[src/hw/dual_irq_pkg.sv]
// Constants, field layout and carrier types for the subsystem interrupt
// controller. Assumes one controller per processor subsystem.
package dual_irq_pkg;

  // Register byte offsets on the Wishbone slave
  localparam logic [7:0] OFF_MASK   = 8'h00;
  localparam logic [7:0] OFF_FLAG   = 8'h04;
  localparam logic [7:0] OFF_BSC    = 8'h08;
  localparam logic [7:0] OFF_VBASE  = 8'h0C;
  localparam logic [7:0] OFF_SRCSEL = 8'h10;
  localparam logic [7:0] OFF_SOFT   = 8'h14;
  localparam logic [7:0] OFF_STATUS = 8'h18;
  localparam logic [7:0] OFF_CTRL   = 8'h1C;

  // Shared bit layout of interrupt_mask and interrupt_flag
  localparam int BIT_PIN0  = 0;
  localparam int BIT_PIN1  = 1;
  localparam int BIT_TIMER = 3;
  localparam int BIT_SP0RX = 4;
  localparam int BIT_SP0TX = 5;
  localparam int BIT_SH58  = 6;
  localparam int BIT_SH5C  = 7;
  localparam int BIT_HOST  = 9;
  localparam int BIT_SH68  = 10;
  localparam int BIT_SH6C  = 11;
  localparam int BIT_DMA4  = 12;
  localparam int BIT_DMA5  = 13;
  localparam int BIT_IPI   = 14;
  // Bits 15, 8 and 2 are reserved and read zero
  localparam logic [15:0] IMPL_BITS = 16'h7EFB;

  localparam logic [15:0] MASK_RST   = 16'h0000;
  localparam logic [15:0] FLAG_RST   = 16'h0000;
  localparam logic [8:0]  VBASE_RST  = 9'h000;
  localparam logic [3:0]  SRCSEL_RST = 4'h0;

  localparam int BSC_REQ_BIT    = 0;
  localparam int CTRL_SWRST_BIT = 0;

  // Vector-relative locations, slots four words apart
  localparam logic [6:0] VEC_RESET = 7'h00;
  localparam logic [6:0] VEC_NMI   = 7'h04;
  localparam logic [6:0] VEC_SOFT0 = 7'h08;
  localparam logic [6:0] VEC_MASK0 = 7'h40;
  localparam logic [4:0] SOFT_FIRST = 5'd17;
  localparam logic [4:0] SOFT_LAST  = 5'd30;
  localparam int         SOFT_NUM   = 14;

  localparam logic [4:0] PRIO_RESET = 5'd1;
  localparam logic [4:0] PRIO_NMI   = 5'd2;
  localparam logic [4:0] PRIO_SOFT  = 5'd0;
  localparam logic [4:0] PRIO_MASK0 = 5'd3;

  typedef struct packed {
    logic timer;
    logic sport0_rx;
    logic sport0_tx;
    logic sport1_rx;
    logic sport1_tx;
    logic sport2_rx;
    logic sport2_tx;
    logic dma_ch0;
    logic dma_ch1;
    logic dma_ch2;
    logic dma_ch3;
    logic dma_ch4;
    logic dma_ch5;
    logic host_to_core;
  } irq_events_t;

  typedef struct packed {
    logic        req;
    logic [15:0] addr;
    logic [4:0]  prio;
  } svc_offer_t;

  typedef enum logic [2:0] {
    SVC_IDLE  = 3'b001,
    SVC_OFFER = 3'b010,
    SVC_DONE  = 3'b100
  } svc_state_t;

  typedef enum logic [1:0] {
    KIND_RESET = 2'd0,
    KIND_NMI   = 2'd1,
    KIND_SOFT  = 2'd2,
    KIND_MASK  = 2'd3
  } svc_kind_t;

endpackage

[src/hw/dual_irq_ctrl.sv]
// Interrupt controller of one processor subsystem with Wishbone registers.
// Assumes same-clock event pulses and an async active-low pin group.
//
// Summary of operation
// Reset vectors to 00, priority 1; non-maskable to 04, priority 2.
// Slots four words apart from base; software 17-30 at 08-3C.
// External pin 0 vectors to 40, priority 3.
// External pin 1 to 44, priority 4; timer to 4C, priority 6.
// Serial port 0 receive vectors to 50, priority 7.
// Serial port 0 transmit vectors to 54, priority 8.
// Vector 58 serial 2 receive or DMA0; 5C serial 2 other or DMA1.
// Host port interrupt vectors to 64, priority 12, from host bit.
// Serial port 1 receive or DMA2 share vector 68, priority 13.
// Serial 1 transmit or DMA3 at 6C; DMA4 at 70; DMA5 at 74.
// Interprocessor interrupt vectors to 78, priority 17.
// Incoming interprocessor interrupt latches into flag bit 14.
// Writing one to request field raises an interprocessor interrupt.
// Software clears the request field with zero before another request.
// Request from either subsystem sets the flag on the other.
// Upper byte: 15 reserved, 14 interprocessor, 13-9 sources, 8 reserved.
// Lower byte: 7-3 sources, 2 reserved, 1 pin 1, 0 pin 0.
// Flag one means pending; mask one means enabled, zero masked.
// Among pending unmasked interrupts the lowest priority number wins.
//
// Chosen here: the Wishbone interface to the registers and the register addresses.
`timescale 1ns/1ps
module dual_irq_ctrl
  import dual_irq_pkg::*;
#(
  parameter int unsigned ADDR_W = 8
) (
  input  wire logic              core_clk_i,
  input  wire logic              rst_b_i,
  input  wire logic              wb_cyc_i,
  input  wire logic              wb_stb_i,
  input  wire logic              wb_we_i,
  input  wire logic [ADDR_W-1:0] wb_adr_i,
  input  wire logic [3:0]        wb_sel_i,
  input  wire logic [31:0]       wb_dat_i,
  output logic [31:0]            wb_dat_o,
  output logic                   wb_ack_o,
  input  wire irq_events_t       events_i,
  input  wire logic              ext_pin0_irq_b_i,
  input  wire logic              ext_pin1_irq_b_i,
  input  wire logic              nmi_b_i,
  input  wire logic              interprocessor_irq_i,
  output logic                   interprocessor_request_o,
  input  wire logic              int_ack_i,
  output svc_offer_t             offer_o,
  output logic                   irq_o
);

  if (ADDR_W < 5 || ADDR_W > 8) begin : g_chk
    $error("dual_irq_ctrl needs ADDR_W between 5 and 8");
  end

  // Byte-lane merge of a 16-bit register field
  function automatic logic [15:0] merge16(input logic [15:0] old,
                                          input logic [15:0] din,
                                          input logic [1:0]  sel);
    merge16[7:0]  = sel[0] ? din[7:0]  : old[7:0];
    merge16[15:8] = sel[1] ? din[15:8] : old[15:8];
  endfunction

  // Relative slot of a served source
  function automatic logic [6:0] slot_of(input svc_kind_t kind,
                                         input logic [3:0] idx);
    case (kind)
      KIND_RESET: slot_of = VEC_RESET;
      KIND_NMI:   slot_of = VEC_NMI;
      KIND_SOFT:  slot_of = VEC_SOFT0 + {1'b0, idx, 2'b00};
      KIND_MASK:  slot_of = VEC_MASK0 + {1'b0, idx, 2'b00};
      default:    slot_of = VEC_RESET;
    endcase
  endfunction

  logic [15:0]   mask_r;
  logic [15:0]   flag_r;
  logic [15:0]   flag_nxt;
  logic          bsc_req_r;
  logic [8:0]    vbase_r;
  logic [3:0]    srcsel_r;
  logic [13:0]   soft_r;
  logic [13:0]   soft_nxt;
  logic          reset_pend_r;
  logic          nmi_pend_r;
  logic          ipi_in_d_r;
  logic          wb_hit;
  logic          wr_stb;
  logic [7:0]    adr8;
  logic          pin0_fall;
  logic          pin1_fall;
  logic          nmi_fall;
  logic [15:0]   set_bits;
  logic [15:0]   clr_bits;
  logic [15:0]   armed;
  logic          mask_hit;
  logic [3:0]    mask_idx;
  logic          soft_hit;
  logic [3:0]    soft_idx;
  logic [4:0]    soft_num;
  svc_state_t    state_r;
  svc_kind_t     kind_r;
  logic [3:0]    idx_r;
  svc_kind_t     pick_kind;
  logic [3:0]    pick_idx;
  logic          pick_any;
  logic [4:0]    pick_prio;
  logic [31:0]   rd_data;

  assign adr8   = 8'(wb_adr_i);
  assign wb_hit = wb_cyc_i && wb_stb_i && !wb_ack_o;
  // Writes land at the edge where the master samples ack high
  assign wr_stb = wb_cyc_i && wb_stb_i && wb_ack_o && wb_we_i;

  irq_pin_sync u_pin0 (
    .core_clk_i (core_clk_i),
    .rst_b_i    (rst_b_i),
    .pin_b_i    (ext_pin0_irq_b_i),
    .fall_o     (pin0_fall)
  );

  irq_pin_sync u_pin1 (
    .core_clk_i (core_clk_i),
    .rst_b_i    (rst_b_i),
    .pin_b_i    (ext_pin1_irq_b_i),
    .fall_o     (pin1_fall)
  );

  irq_pin_sync u_nmi (
    .core_clk_i (core_clk_i),
    .rst_b_i    (rst_b_i),
    .pin_b_i    (nmi_b_i),
    .fall_o     (nmi_fall)
  );

  // Event routing into the shared flag layout
  always_comb begin
    set_bits            = '0;
    set_bits[BIT_PIN0]  = pin0_fall;
    set_bits[BIT_PIN1]  = pin1_fall;
    set_bits[BIT_TIMER] = events_i.timer;
    set_bits[BIT_SP0RX] = events_i.sport0_rx;
    set_bits[BIT_SP0TX] = events_i.sport0_tx;
    set_bits[BIT_SH58]  = srcsel_r[0] ? events_i.dma_ch0
                                      : events_i.sport2_rx;
    set_bits[BIT_SH5C]  = srcsel_r[1] ? events_i.dma_ch1
                                      : events_i.sport2_tx;
    set_bits[BIT_HOST]  = events_i.host_to_core;
    set_bits[BIT_SH68]  = srcsel_r[2] ? events_i.dma_ch2
                                      : events_i.sport1_rx;
    set_bits[BIT_SH6C]  = srcsel_r[3] ? events_i.dma_ch3
                                      : events_i.sport1_tx;
    set_bits[BIT_DMA4]  = events_i.dma_ch4;
    set_bits[BIT_DMA5]  = events_i.dma_ch5;
    // Only a rising request counts, so the far side must drop it first
    set_bits[BIT_IPI] = interprocessor_irq_i && !ipi_in_d_r;
  end

  always_comb begin
    clr_bits = '0;
    if (wr_stb && adr8 == OFF_FLAG) begin
      clr_bits = merge16(16'h0000, wb_dat_i[15:0], wb_sel_i[1:0]);
    end
    if (state_r == SVC_OFFER && int_ack_i && kind_r == KIND_MASK) begin
      clr_bits[idx_r] = 1'b1;
    end
  end

  // Set beats clear so an event in the clearing cycle is kept
  assign flag_nxt = ((flag_r & ~clr_bits) | set_bits) & IMPL_BITS;

  always_ff @(posedge core_clk_i or negedge rst_b_i) begin
    if (!rst_b_i) begin
      flag_r     <= FLAG_RST;
      ipi_in_d_r <= 1'b0;
    end else begin
      flag_r     <= flag_nxt;
      ipi_in_d_r <= interprocessor_irq_i;
    end
  end

  always_ff @(posedge core_clk_i or negedge rst_b_i) begin
    if (!rst_b_i) begin
      mask_r <= MASK_RST;
    end else if (wr_stb && adr8 == OFF_MASK) begin
      mask_r <= merge16(mask_r, wb_dat_i[15:0], wb_sel_i[1:0])
                & IMPL_BITS;
    end
  end

  always_ff @(posedge core_clk_i or negedge rst_b_i) begin
    if (!rst_b_i) begin
      bsc_req_r <= 1'b0;
    end else if (wr_stb && adr8 == OFF_BSC && wb_sel_i[0]) begin
      bsc_req_r <= wb_dat_i[BSC_REQ_BIT];
    end
  end

  // The request level goes straight to the other subsystem
  assign interprocessor_request_o = bsc_req_r;

  always_ff @(posedge core_clk_i or negedge rst_b_i) begin
    if (!rst_b_i) begin
      vbase_r  <= VBASE_RST;
      srcsel_r <= SRCSEL_RST;
    end else begin
      if (wr_stb && adr8 == OFF_VBASE) begin
        vbase_r <= 9'(merge16({7'h00, vbase_r}, wb_dat_i[15:0],
                              wb_sel_i[1:0]));
      end
      if (wr_stb && adr8 == OFF_SRCSEL && wb_sel_i[0]) begin
        srcsel_r <= wb_dat_i[3:0];
      end
    end
  end

  // Software interrupt requests, numbers outside 17..30 are ignored
  assign soft_num = wb_dat_i[4:0];

  always_comb begin
    soft_nxt = soft_r;
    if (state_r == SVC_OFFER && int_ack_i && kind_r == KIND_SOFT) begin
      soft_nxt[idx_r] = 1'b0;
    end
    if (wr_stb && adr8 == OFF_SOFT && wb_sel_i[0] &&
        soft_num >= SOFT_FIRST && soft_num <= SOFT_LAST) begin
      soft_nxt[4'(soft_num - SOFT_FIRST)] = 1'b1;
    end
  end

  always_ff @(posedge core_clk_i or negedge rst_b_i) begin
    if (!rst_b_i) begin
      soft_r <= '0;
    end else begin
      soft_r <= soft_nxt;
    end
  end

  // Hardware or software reset is served first after release
  always_ff @(posedge core_clk_i or negedge rst_b_i) begin
    if (!rst_b_i) begin
      reset_pend_r <= 1'b1;
    end else if (wr_stb && adr8 == OFF_CTRL && wb_sel_i[0] &&
                 wb_dat_i[CTRL_SWRST_BIT]) begin
      reset_pend_r <= 1'b1;
    end else if (state_r == SVC_OFFER && int_ack_i &&
                 kind_r == KIND_RESET) begin
      reset_pend_r <= 1'b0;
    end
  end

  always_ff @(posedge core_clk_i or negedge rst_b_i) begin
    if (!rst_b_i) begin
      nmi_pend_r <= 1'b0;
    end else if (nmi_fall) begin
      nmi_pend_r <= 1'b1;
    end else if (state_r == SVC_OFFER && int_ack_i &&
                 kind_r == KIND_NMI) begin
      nmi_pend_r <= 1'b0;
    end
  end

  // Maskable bits rise in priority number with their bit position
  assign armed = flag_r & mask_r & IMPL_BITS;

  irq_lowest_bit #(
    .W (16)
  ) u_mask_pick (
    .req_i (armed),
    .hit_o (mask_hit),
    .idx_o (mask_idx)
  );

  irq_lowest_bit #(
    .W (SOFT_NUM)
  ) u_soft_pick (
    .req_i (soft_r),
    .hit_o (soft_hit),
    .idx_o (soft_idx)
  );

  always_comb begin
    pick_any  = 1'b1;
    pick_kind = KIND_RESET;
    pick_idx  = 4'h0;
    pick_prio = PRIO_RESET;
    if (reset_pend_r) begin
      pick_kind = KIND_RESET;
    end else if (nmi_pend_r) begin
      pick_kind = KIND_NMI;
      pick_prio = PRIO_NMI;
    end else if (soft_hit) begin
      pick_kind = KIND_SOFT;
      pick_idx  = soft_idx;
      pick_prio = PRIO_SOFT;
    end else if (mask_hit) begin
      pick_kind = KIND_MASK;
      pick_idx  = mask_idx;
      pick_prio = PRIO_MASK0 + {1'b0, mask_idx};
    end else begin
      pick_any  = 1'b0;
    end
  end

  // Offer one vector, hold it until acknowledged, then rest two cycles (done, idle)
  always_ff @(posedge core_clk_i or negedge rst_b_i) begin
    if (!rst_b_i) begin
      state_r <= SVC_IDLE;
      kind_r  <= KIND_RESET;
      idx_r   <= 4'h0;
      offer_o <= '0;
    end else begin
      case (state_r)
        SVC_IDLE: begin
          if (pick_any) begin
            state_r      <= SVC_OFFER;
            kind_r       <= pick_kind;
            idx_r        <= pick_idx;
            offer_o.req  <= 1'b1;
            offer_o.addr <= {vbase_r,
                             slot_of(pick_kind, pick_idx)};
            offer_o.prio <= pick_prio;
          end
        end
        SVC_OFFER: begin
          if (int_ack_i) begin
            state_r     <= SVC_DONE;
            offer_o.req <= 1'b0;
          end
        end
        SVC_DONE: begin
          state_r <= SVC_IDLE;
        end
        default: begin
          state_r     <= SVC_IDLE;
          offer_o.req <= 1'b0;
        end
      endcase
    end
  end

  always_ff @(posedge core_clk_i or negedge rst_b_i) begin
    if (!rst_b_i) begin
      irq_o <= 1'b0;
    end else begin
      irq_o <= |(flag_nxt & mask_r);
    end
  end

  always_comb begin
    rd_data = 32'h0000_0000;
    case (adr8)
      OFF_MASK:   rd_data[15:0] = mask_r;
      OFF_FLAG:   rd_data[15:0] = flag_r;
      OFF_BSC:    rd_data[BSC_REQ_BIT] = bsc_req_r;
      OFF_VBASE:  rd_data[8:0] = vbase_r;
      OFF_SRCSEL: rd_data[3:0] = srcsel_r;
      OFF_SOFT:   rd_data[13:0] = soft_r;
      OFF_STATUS: rd_data = {6'h00, nmi_pend_r, reset_pend_r,
                             state_r, offer_o.prio, offer_o.addr};
      default:    rd_data = 32'h0000_0000;
    endcase
  end

  // One wait state; unmapped offsets answer with zero
  always_ff @(posedge core_clk_i or negedge rst_b_i) begin
    if (!rst_b_i) begin
      wb_ack_o <= 1'b0;
      wb_dat_o <= 32'h0000_0000;
    end else begin
      wb_ack_o <= wb_hit;
      wb_dat_o <= wb_hit ? rd_data : 32'h0000_0000;
    end
  end

endmodule

[src/hw/irq_lowest_bit.sv]
// Finds the lowest set bit of a request vector.
// Assumes the caller registers the result; purely combinational.
`timescale 1ns/1ps
module irq_lowest_bit #(
  parameter int unsigned W = 16
) (
  input  wire logic [W-1:0]         req_i,
  output logic                      hit_o,
  output logic [$clog2(W)-1:0]      idx_o
);
  if (W < 2) begin : g_chk
    $error("irq_lowest_bit needs W of at least 2");
  end

  always_comb begin
    hit_o = 1'b0;
    idx_o = '0;
    for (int i = W - 1; i >= 0; i--) begin
      if (req_i[i]) begin
        hit_o = 1'b1;
        idx_o = i[$clog2(W)-1:0];
      end
    end
  end
endmodule

[src/hw/irq_pin_sync.sv]
// Three-stage synchroniser for an active-low interrupt pin.
// Assumes the pin is asynchronous to core_clk_i; gives a falling-edge pulse.
`timescale 1ns/1ps
module irq_pin_sync (
  input  wire logic core_clk_i,
  input  wire logic rst_b_i,
  input  wire logic pin_b_i,
  output logic      fall_o
);
  logic s1_r;
  logic s2_r;
  logic s3_r;
  logic level_r;

  always_ff @(posedge core_clk_i or negedge rst_b_i) begin
    if (!rst_b_i) begin
      s1_r <= 1'b1;
      s2_r <= 1'b1;
      s3_r <= 1'b1;
    end else begin
      s1_r <= pin_b_i;
      s2_r <= s1_r;
      s3_r <= s2_r;
    end
  end

  // A change counts only once stages two and three agree
  always_ff @(posedge core_clk_i or negedge rst_b_i) begin
    if (!rst_b_i) begin
      level_r <= 1'b1;
      fall_o  <= 1'b0;
    end else begin
      fall_o <= (s2_r == s3_r) && level_r && !s3_r;
      if (s2_r == s3_r) begin
        level_r <= s3_r;
      end
    end
  end
endmodule

[config.mk]
export PLATFORM = sky130hd
export DESIGN_NAME = dual_irq_ctrl
export DESIGN_NICKNAME = d
export VERILOG_FILES = /design/src/hw/dual_irq_pkg.sv /design/src/hw/dual_irq_ctrl.sv /design/src/hw/irq_lowest_bit.sv /design/src/hw/irq_pin_sync.sv
export SDC_FILE = /design/constraint.sdc
export NUM_CORES = 1
export LEC_CHECK = 0
export ABC_CLOCK_PERIOD_IN_PS = 2200
export CAP_MARGIN = 20
export CELL_PAD_IN_SITES_DETAIL_PLACEMENT = 0
export CELL_PAD_IN_SITES_GLOBAL_PLACEMENT = 1
export CORE_UTILIZATION = 30
export CTS_CLUSTER_SIZE = 16
export DETAILED_ROUTE_END_ITERATION = 6
export DONT_BUFFER_PORTS = 1
export MAX_ROUTING_LAYER = met4
export PLACE_DENSITY_LB_ADDON = 0.1
export SLEW_MARGIN = 20
export SYNTH_ARGS = -nofsm -noshare
export SYNTH_HDL_FRONTEND = slang
export SYNTH_SLANG_ARGS = --single-unit
[constraint.sdc]
create_clock -name core_clk_i -period 2.2 [get_ports core_clk_i]
set_clock_uncertainty 0.1 [all_clocks]
set_input_delay 0.11 -clock core_clk_i [delete_from_list [all_inputs] [get_ports core_clk_i]]
set_output_delay 0.11 -clock core_clk_i [all_outputs]
set_load 0.05 [all_outputs]
---- Yosys cells after proc, flatten, opt, wreduce, memory -nomap -nowiden ----
Index checks and enable logic that the tools add are counted.
word-level totals
  register bits ........................... 137
  latch bits .............................. 0
  memory bits (writable) .................. 0
  memory bits (read-only) ................. 0
  bits of input ports ..................... 68
  output and inout bits ................... 57
  logic and storage cells ................. 228
  memories kept ........................... 0
cells by class
  $add $sub $neg .......................... 4
  $mul .................................... 0
  divide/modulo/power cells ............... 0
  magnitude comparators ................... 6
  equality and inequality tests ........... 21
  shift operators ......................... 0
  muxes and demuxes ....................... 102
  bitwise gates (word level) .............. 10
  reductions and logical operators ........ 50
operator list
  cell                                                                           count
  4-bit two-way mux                                                              31
  15-bit AND                                                                     3
  1-bit two-way mux                                                              42
  8-bit by 5-bit == test with 1-bit output (second input constant)               4
  1-bit logical AND                                                              32
  32-bit two-way mux                                                             1
  15-bit two-way mux                                                             2
  15-bit OR                                                                      2
  14-bit two-way mux                                                             2
  7-bit one-hot mux with 4 select lines                                          1
  5-bit one-hot mux with 5 select lines                                          1
  22-bit two-way mux                                                             1
  5-bit two-way mux                                                              4
  5-bit one-hot mux with 4 select lines                                          1
  3-bit one-hot mux with 6 select lines                                          1
  8-bit by 4-bit == test with 1-bit output (second input constant)               2
  16-bit OR reduction                                                            1
  15-bit NOT                                                                     1
  14-bit AND                                                                     1
  14-bit NOT                                                                     1
  14-bit OR                                                                      1
  2-bit AND reduction                                                            6
  4-bit by 5-bit less-than comparator with 1-bit output (second input constant)  2
  10-bit two-way mux                                                             1
  30 further kinds                                                               49

---- Longest topological paths before layout ----
Gate-level depths: netlist of the first run.
  word-level depth ........................ 22
  gate-level depth with buffers ........... 10
  depth with buffers taken out ............ 10

---- Modules after synthesis ----
From an unflattened synthesis of the first run, not the netlist that was laid out.
unflattened totals
  cell total of the unflattened synthesis .. 584
  area total of the unflattened synthesis .. 6,122.1 um^2
modules (own cells, without submodules)
  module                        instances  cells an instance  area each (um^2)  sequential area each (um^2)
  dual_irq_ctrl                 1          504                5,327.6           2,855.2
  irq_pin_sync                  3          7                  148.9             130.1
  irq_lowest_bit (u_mask_pick)  1          33                 178.9             0.0
  irq_lowest_bit (u_soft_pick)  1          26                 168.9             0.0

---- Worst setup path after synthesis of the first run ----
OpenSTA, ideal clock, no wires.
  path type ............................... reg2reg
  from .................................... register soft_r[7]
  to ...................................... register offer_o[10] in the netlist's numbering
  setup time .............................. 83 ps
  arrival time ............................ 2,268 ps
  data required time ...................... 2,017 ps
  setup slack ............................. -251 ps
  cell stages (with the launch flop) ...... 10
  path buffers ............................ 0
  clock period less this slack ............ 2,451 ps
  cell sequence ........................... dfrtp_1 nor4_2 nand4_1 nand2b_1 nor3b_1 or2_1 ha_1 o311ai_0 xor2_1 o21ai_0
between the ends
  cells in the longest elaborated chain, start to end .. 13
  elaborated cells on any way between the ends .. 33
  those cells by class .................... add/sub (2); eq/ne (3); mux (26); reduce/logical (2)
RTL lines
  what                                                                                                     line                                      RTL
  start, declared                                                                                          dual_irq_ctrl.sv:83                       logic [13:0] soft_r;
  start signal, assigned                                                                                   dual_irq_ctrl.sv:236                      soft_r <= soft_nxt;
  4-bit two-way mux / 1-bit two-way mux (equally long branches) (8 in series)                              irq_lowest_bit.sv:19                      if (req_i[i]) begin
  4-bit two-way mux *                                                                                      dual_irq_ctrl.sv:293                      end else if (soft_hit) begin
  4-bit two-way mux *                                                                                      dual_irq_ctrl.sv:290                      end else if (nmi_pend_r) begin
  4-bit two-way mux *                                                                                      dual_irq_ctrl.sv:288                      if (reset_pend_r) begin
  net pick_idx[1]                                                                                          dual_irq_ctrl.sv:106                      logic [3:0] pick_idx;
  7-bit by 6-bit adder with 7-bit output / 4-bit by 6-bit adder with 7-bit output (equally long branches)  dual_irq_ctrl.sv:72, dual_irq_ctrl.sv:71
  7-bit one-hot mux with 4 select lines *                                                                  dual_irq_ctrl.sv:68                       case (kind)
  end, declared                                                                                            dual_irq_ctrl.sv:49                       output svc_offer_t offer_o,
Mark *: on every way through the listed nets, which the timed path passes. The rest lies on a longest branch.
A chain may end at the register's enable or synchronous reset.

---- Worst setup path in the final report of the first run ----
  from .................................... register soft_r[3]
  to ...................................... register offer_o[10] in the netlist's numbering
between the ends
  cells in the longest elaborated chain, start to end .. 9
  elaborated cells on any way between the ends .. 25
  those cells by class .................... add/sub (2); eq/ne (3); mux (18); reduce/logical (2)
RTL lines
  what                                                                                                     line
  4-bit two-way mux / 1-bit two-way mux (equally long branches) (4 in series)                              irq_lowest_bit.sv:19
  4-bit two-way mux *                                                                                      dual_irq_ctrl.sv:293
  4-bit two-way mux *                                                                                      dual_irq_ctrl.sv:290
  4-bit two-way mux *                                                                                      dual_irq_ctrl.sv:288
  net pick_idx[1]                                                                                          dual_irq_ctrl.sv:106
  7-bit by 6-bit adder with 7-bit output / 4-bit by 6-bit adder with 7-bit output (equally long branches)  dual_irq_ctrl.sv:72, dual_irq_ctrl.sv:71
  7-bit one-hot mux with 4 select lines *                                                                  dual_irq_ctrl.sv:68
Marked as above.

==> results by group, run 1 <==
Outcome
  • Outcome: finished, violations left
  • Violated checks: negative hold slack, negative setup slack

Power and ir drop
  • Internal power consumption: 0.00531 W
  • Portion of total power attributed to combinational logic: 0.197
  • Net switching share of the total power: 0.279
  • Pwr dens: between 800 and 900 mW/mm2
  • Leakage dissipation: 4.04 nW
  • Max rail drop VDD: between 0.0004 and 0.0005 V
  • Power Total: around 0.0074 W
  • Share of power burned in the clock network: 0.435
  • Switching power total: around 0.0021 W
  • Part of the total power dissipated in sequential elements: 0.367

Yosys
  • Number of standard cells after synthesis: 571
  • Dominant register cell in the synthesized netlist: dfrtp_1
  • Cell types occupying the most area after synthesis: dfrtp_1, dfstp_2, mux2_1
  • Number of distinct standard cells referenced by the synthesized netlist: 68
  • Cell area after synthesis: between 0.006 and 0.007 mm2
  • Top-area cell type share of the netlist area: 0.466
  • Number of enable flip-flop cells after synthesis: 0
  • Flip-flop and latch count after synthesis: ~130
  • Library cell occupying the most area in the post-synthesis netlist: dfrtp_1
  • Ys async rst share: 1.00
  • Share of the yosys chip area belonging to registers: 0.525
  • Average cell area after synthesis: 10.8 um2
  • Number of warnings printed during yosys synthesis: 0

CTS
  • Clock root cell: clkbuf_16
  • Maximum buffer depth of the clock tree: 2
  • Number of CTS-inserted buffers: 17
  • Worst skew pair latency: roughly 0.42 ns
  • Clock slew at reported path FFs: 0.06 ns
  • CTS tree: done
  • Number of levels in the clock H-tree: 4
  • Clock Sink Count: 129

Floorplan
  • Starting density of the core: 0.305
  • Die height: 146 um
  • Number of ports placed on the die boundary: between 100 and 150
  • X dimension of the die: 146 um
  • Total die area: 0.0212 mm2
  • Core ar.: a little over 0.02 mm2
  • Std-Cell Rows: 52

STA
  • Count of endpoints failing setup in the final report: 18
  • Total negative slack for setup checks: -1.46 ns
  • Fmax: 0.429 GHz
  • Final Slew Violations: 0
  • Worst slew margin: 0.558
  • Final worst path period need: 2.33 ns
  • Post-route fraction of the period consumed by the critical path: 1.06
  • Worst Hold Margin: -0.713 ns
  • Smallest setup slack after layout: -0.133 ns
  • RSZ-0062 raised after global routing: true
  • Transition time at the pin with the least slew margin: 0.663 ns
  • Total count of hold-check failures in the final report: 129

Critical path
  • Worst EP required: 2.40 ns
  • Family with the most delay on the worst path: simple AND/OR/NAND/NOR gates
  • Kind of start point of the critical path: flip-flop
  • Register-to-register setup slack: -0.13 ns
  • Cell chain of the critical path: nor4_4 > nand4_1 > buf_4 > and2_4 > o311a_1 > or2_4 > ha_4 > o311ai_4 > xor2_1 > o21ai_1
  • Critical Path Stages: 10
  • Critical path capture point type: flip-flop
  • Buf/Inv on CP: 1
  • Worst endpoint data arrival time: around 2.5 ns
  • Startpoint of the most critical register-to-register path: soft_r[3]$_DFF_PN0_
  • Capture point of the critical path: offer_o[10]$_DFFE_PN0P_
  • Critical path peak fanout: 3
  • Crit-path slowest cell: dfrtp_1
  • FF-to-FF End: offer_o[10]$_DFFE_PN0P_
  • Launching instance or port of the critical path: soft_r[3]$_DFF_PN0_
  • Category of the most critical setup path: flip-flop to flip-flop
  • Number of cells on the worst reg-to-reg path: 10
  • Critical Path Max Stage Delay: 0.40 ns

Route
  • Detailed Routing Iterations Pass 1: 5
  • Post-DRT Antenna Nets: 0
  • Violation count after the first detailed-route iteration: 288
  • Wire length reported by the detailed router: 23300 um
  • Detail-routed via count per cell: 5.23
  • Total vias in the final route: 5441
  • DR WL/cell: approximately 22 um
  • DRC violations left: 0

Cells and area
  • Fill count: between 1500 and 2000
  • Multi-input logic area: 0.00307 mm2
  • Post-Layout Inst Area: about 0.009 mm2
  • Synth-to-layout area growth: 45.1%
  • Highest-count cells in the layout ignoring fill and taps: buf_4, dfrtp_1, nand2_1
  • Layout Utilization: 0.443
  • Most common library cell in the layout ignoring fill and taps: buf_4
  • Storage element area: 0.00325 mm2
  • Antenna cells: 0
  • Fraction of final layout cells with drive strength greater than 1: 0.346
  • Net total in the final layout: 828

GRT
  • Tot GR Track Use: 0.234
  • Global-route wire length before repair: 35200 um
  • Remaining global-route overflow: 0
  • Number of global-route vias before repair: between 5000 and 6000
  • Pin count of the biggest net entering global routing: 130
  • Antenna violations before repair: 0

Job
  • Number of max-cap violations: 0

Min path
  • Type of the tightest min-delay check: primary input to asynchronous set/reset pin

Placement
  • Area post-placement: between 0.007 and 0.008 mm2
  • Routability Congestion: 0.971
  • Number of input and output port buffers inserted: 0
  • HPWL after detailed placement: between 15000 and 20000 um
## cells in the mapped netlist (3+ instances only)
cell / count
nor3_1: 11
nor4_2: 3
nand2_1: 64
mux2_2: 9
inv_1: 15
buf_4: 9
a22oi_1: 7
maj3_1: 3
nor4_4: 3
a21o_1: 3
a222oi_1: 10
nand3b_1: 4
buf_2: 4
o21ai_0: 33
a31oi_1: 8
nand3_1: 16
clkbuf_1: 10
o21ai_1: 4
xor2_1: 3
nand4_1: 7
nand2b_1: 12
o31ai_1: 9
nor2b_1: 9
and3_1: 15
nor3b_1: 6
or2_2: 5
mux2_1: 32
mux2i_1: 11
dfstp_2: 14
a21oi_1: 20
a221oi_1: 5
a31o_1: 5
dfrtp_1: 115
and2_1: 10
nor2_1: 34
## stage by stage
step	setup slack [ns]	std cells
6_report	-0.133	1041
3_5_place_dp	-0.259	949
2_1_floorplan	-0.178	578
4_1_cts	-0.124	1034
5_1_grt	-0.239	1041
3_3_place_gp	-0.208	949
## cell type report
cell class,count,share of cell area
clock buffer,20,0.0520
timing repair buffer,186,0.177
multi-input combinational,409,0.342
inverter,15,0.00628
sequential,129,0.362
clock inverter,12,0.0227
tap,270,0.0377
## timing repair
| item | 4_1_cts | 5_1_grt |
|---|---|---|
| resized for setup | 37 | 31 |
| buffers inserted | 8 | 6 |
| hold buffers | 43 | 1 |
| pin swaps | 10 | 11 |
| endpoints found under the setup margin | 28 | 37 |
| gates cloned | 2 | 0 |
| endpoints found under the hold margin | 198 | 130 |
## cell families after synthesis
group	Yosys count	synth area share
mux	53	0.0962
fa+ha+maj	5	0.00891
compound gates	129	0.147
xor+xnor	3	0.00425
flops	129	0.525
other cells	1	0.000607
buf+inv	40	0.0318
simple gates	211	0.185
## worst min path at each step
stage          startpoint                      to  slack [ns]  cells past startpoint
2_1_floorplan     rst_b_i     flag_r[0]$_DFF_PN0_       -0.29                      0
3_3_place_gp      rst_b_i  state_r[1]$_DFFE_PN0P_       -0.28                      0
3_5_place_dp      rst_b_i  state_r[1]$_DFFE_PN0P_       -0.28                      0
4_1_cts           rst_b_i  wb_dat_o[24]$_DFF_PN0_       -0.73                      0
5_1_grt           rst_b_i  wb_dat_o[23]$_DFF_PN0_       -0.73                      0
6_report          rst_b_i  wb_dat_o[24]$_DFF_PN0_       -0.71                      0
## metal layers
layer	global-route usage	up-vias	wire length, um
met5	-	-	0
met4	0.0621	0	312
met3	0.0417	23	1050
met2	0.388	167	11500
met1	0.294	2781	10400
li1	-	2470	-
## registers in the layout, summed over array words and instances (netlist names), 2 cells and up
| signal | flops |
|---|---|
| mask_r | 13 |
| flag_r | 13 |
| offer_o | 20 |
| wb_dat_o | 26 |
| kind_r | 2 |
| state_r | 3 |
| srcsel_r | 4 |
| idx_r | 4 |
| vbase_r | 9 |
| soft_r | 14 |
## power by group through the flow
stage	clock, W	combinational (W)	sequential, W
2_1_floorplan	0	0.000590	0.00273
3_3_place_gp	0	0.000933	0.00275
3_5_place_dp	0	0.000953	0.00275
4_1_cts	0.00327	0.00135	0.00271
5_1_grt	0.00338	0.00155	0.00272
6_report	0.00321	0.00146	0.00271
No activity file was read; power rests on OpenSTA's default activity.
==> inputs of run 2 (changes only) <==
==> constraint.sdc (replaced) <==
create_clock -name core_clk_i -period 2.2 [get_ports core_clk_i]
set_clock_uncertainty 0.1 [all_clocks]
set_input_delay 0.22 -clock core_clk_i [delete_from_list [all_inputs] [get_ports core_clk_i]]
set_output_delay 0.22 -clock core_clk_i [all_outputs]
set_load 0.05 [all_outputs]
==> results by group, run 2 (synthesis results as in run 1) <==
Cells and area
  • Most flop-heavy register: wb_dat_o
  • Net total in the final layout: 809
  • Biggest regs: wb_dat_o x26, offer_o x20, soft_r x14
  • Fraction of final layout cells with drive strength greater than 1: 0.335
  • Max reg flops: 26
  • Highest-count cells in the layout ignoring fill and taps: buf_4, dfrtp_1, nand2_1
  • Fill count: 1947
  • Antenna cells: 0
  • Most common library cell in the layout ignoring fill and taps: buf_4
  • Synth-to-layout area growth: 41.9%
  • Post-Layout Inst Area: slightly below 0.009 mm2

Floorplan
  • Core ar.: 0.0202 mm2
  • Starting density of the core: 0.305
  • Number of ports placed on the die boundary: 125
  • Die height: around 150 um
  • X dimension of the die: 146 um
  • Total die area: 0.0212 mm2
  • Std-Cell Rows: 52

STA
  • Post-route fraction of the period consumed by the critical path: 1.10
  • Worst slew margin: 0.554
  • Smallest setup slack after layout: -0.217 ns
  • Count of endpoints failing setup in the final report: 26
  • Transition time at the pin with the least slew margin: approximately 0.67 ns
  • RSZ-0062 raised after global routing: true
  • Final Slew Violations: 0
  • Total count of hold-check failures in the final report: 129
  • Final worst path period need: 2.42 ns
  • Worst Hold Margin: -0.607 ns
  • Fmax: 0.414 GHz

Route
  • Detail-routed via count per cell: 5.25
  • Violation count after the first detailed-route iteration: 326
  • Post-DRT Antenna Nets: 0
  • Total vias in the final route: about 5400
  • Wire length reported by the detailed router: 22900 um
  • DRC violations left: 0
  • Detailed Routing Iterations Pass 1: 6
  • DR WL/cell: ~22 um

GRT
  • Number of global-route vias before repair: between 5000 and 6000
  • Tot GR Track Use: 0.231
  • Antenna violations before repair: 0
  • Global-route wire length before repair: 34700 um
  • Pin count of the biggest net entering global routing: 130
  • Remaining global-route overflow: 0

CTS
  • Number of CTS-inserted buffers: 17
  • Clock root cell: clkbuf_16
  • Hold buffer count at CTS: 36
  • Worst skew pair latency: approximately 0.42 ns
  • Maximum buffer depth of the clock tree: 2
  • Clock slew at reported path FFs: 0.06 ns
  • Number of levels in the clock H-tree: 4
  • Clock Sink Count: 129
  • CTS tree: done

Critical path
  • Critical path peak fanout: 8
  • Kind of start point of the critical path: flip-flop
  • Startpoint of the most critical register-to-register path: mask_r[7]$_DFFE_PN0P_
  • Number of cells on the worst reg-to-reg path: 7
  • Register-to-register setup slack: -0.22 ns
  • Worst EP required: 2.41 ns
  • Crit-path slowest cell: a222oi_1
  • Most used cell, CP: buf_6
  • Critical path capture point type: flip-flop
  • Worst endpoint data arrival time: 2.63 ns
  • Cell chain of the critical path: a222oi_1 > buf_4 > nand3_4 > buf_6 > o41ai_4 > buf_6 > mux2_4
  • FF-to-FF End: offer_o[17]$_DFFE_PN0P_
  • Category of the most critical setup path: flip-flop to flip-flop
  • Critical Path Max Stage Delay: 0.43 ns

Placement
  • Number of input and output port buffers inserted: 0
  • Worst slack, placed: -0.301 ns
  • Routability Congestion: 0.930
  • Area post-placement: 0.00740 mm2
  • HPWL after detailed placement: 17000 um

Power and ir drop
  • Max rail drop VDD: 0.000543 V
  • Pwr dens: 793 mW/mm2
  • Leakage dissipation: 3.98 nW
  • Power Total: between 0.006 and 0.007 W

Outcome
  • Violated checks: negative hold slack, negative setup slack
  • Outcome: finished, violations left

Min path
  • Type of the tightest min-delay check: primary input to asynchronous set/reset pin

Job
  • Number of max-cap violations: 0
## run 2: worst max path at each step
| stage | startpoint | endpoint | slack [ns] | cells past startpoint |
|---|---|---|---|---|
| 2_1_floorplan | soft_r[4]$_DFF_PN0_ | idx_r[1]$_DFFE_PN0P_ | -0.18 | 5 |
| 3_3_place_gp | mask_r[7]$_DFFE_PN0P_ | offer_o[16]$_DFFE_PN0P_ | -0.22 | 7 |
| 3_5_place_dp | mask_r[7]$_DFFE_PN0P_ | idx_r[1]$_DFFE_PN0P_ | -0.30 | 7 |
| 4_1_cts | soft_r[8]$_DFF_PN0_ | offer_o[17]$_DFFE_PN0P_ | -0.19 | 7 |
| 5_1_grt | mask_r[7]$_DFFE_PN0P_ | offer_o[14]$_DFFE_PN0P_ | -0.31 | 7 |
| 6_report | mask_r[7]$_DFFE_PN0P_ | offer_o[17]$_DFFE_PN0P_ | -0.22 | 7 |
## run 2: area by class of cell
class / instances / area, um2 / area share
Tap cell: 270 / 338 / 0.0385
Timing Repair Buffer: 167 / 1420 / 0.162
Inverter: 15 / 56.3 / 0.00642
Clock buffer: 17 / 425 / 0.0485
Multi-Input combinational cell: 409 / 3100 / 0.353
Clock inverter: 15 / 186 / 0.0213
Sequential cell: 129 / 3250 / 0.370
## run 2: report_power, final
group | switching [W] | total [W] | internal, W
Clock | 0.00114 | 0.00294 | 0.00179
Sequential | 0.000213 | 0.00270 | 0.00249
Combinational | 0.000676 | 0.00131 | 0.000637
## run 2: layer usage
| layer | vias to the layer above | GRT usage | share of wire |
|---|---|---|---|
| li1 | 2436 | - | - |
| met3 | 20 | 0.0502 | 0.053 |
| met1 | 2715 | 0.305 | 0.45 |
| met2 | 193 | 0.361 | 0.48 |
| met5 | - | - | 0 |
| met4 | 0 | 0.0553 | 0.015 |
## run 2: stage by stage
stage          cells   util  hold WS [ns]  TNS [ns]
2_1_floorplan    578      -        -0.176     -2.31
3_3_place_gp     944  0.366        -0.169     -3.87
3_5_place_dp     944  0.366        -0.169     -5.64
4_1_cts         1023  0.426        -0.622     -3.81
5_1_grt         1022  0.433        -0.629     -6.68
6_report        1022  0.433        -0.607     -3.84
## run 2: repair_timing
item                                    in CTS  in global routing
gates cloned                                 0                  0
pin swaps                                   17                 14
endpoints found under the setup margin      28                 29
setup buffers                               11                  1
endpoints found under the hold margin      193                129
gates resized for setup                     33                 30
## run 2: worst max-delay path: cells and delay by family (launching register included)
family	cells	cell delay (ns)
compound gates	2	0.84
buf+inv	3	0.58
flops	1	0.40
mux	1	0.31
simple gates	1	0.08
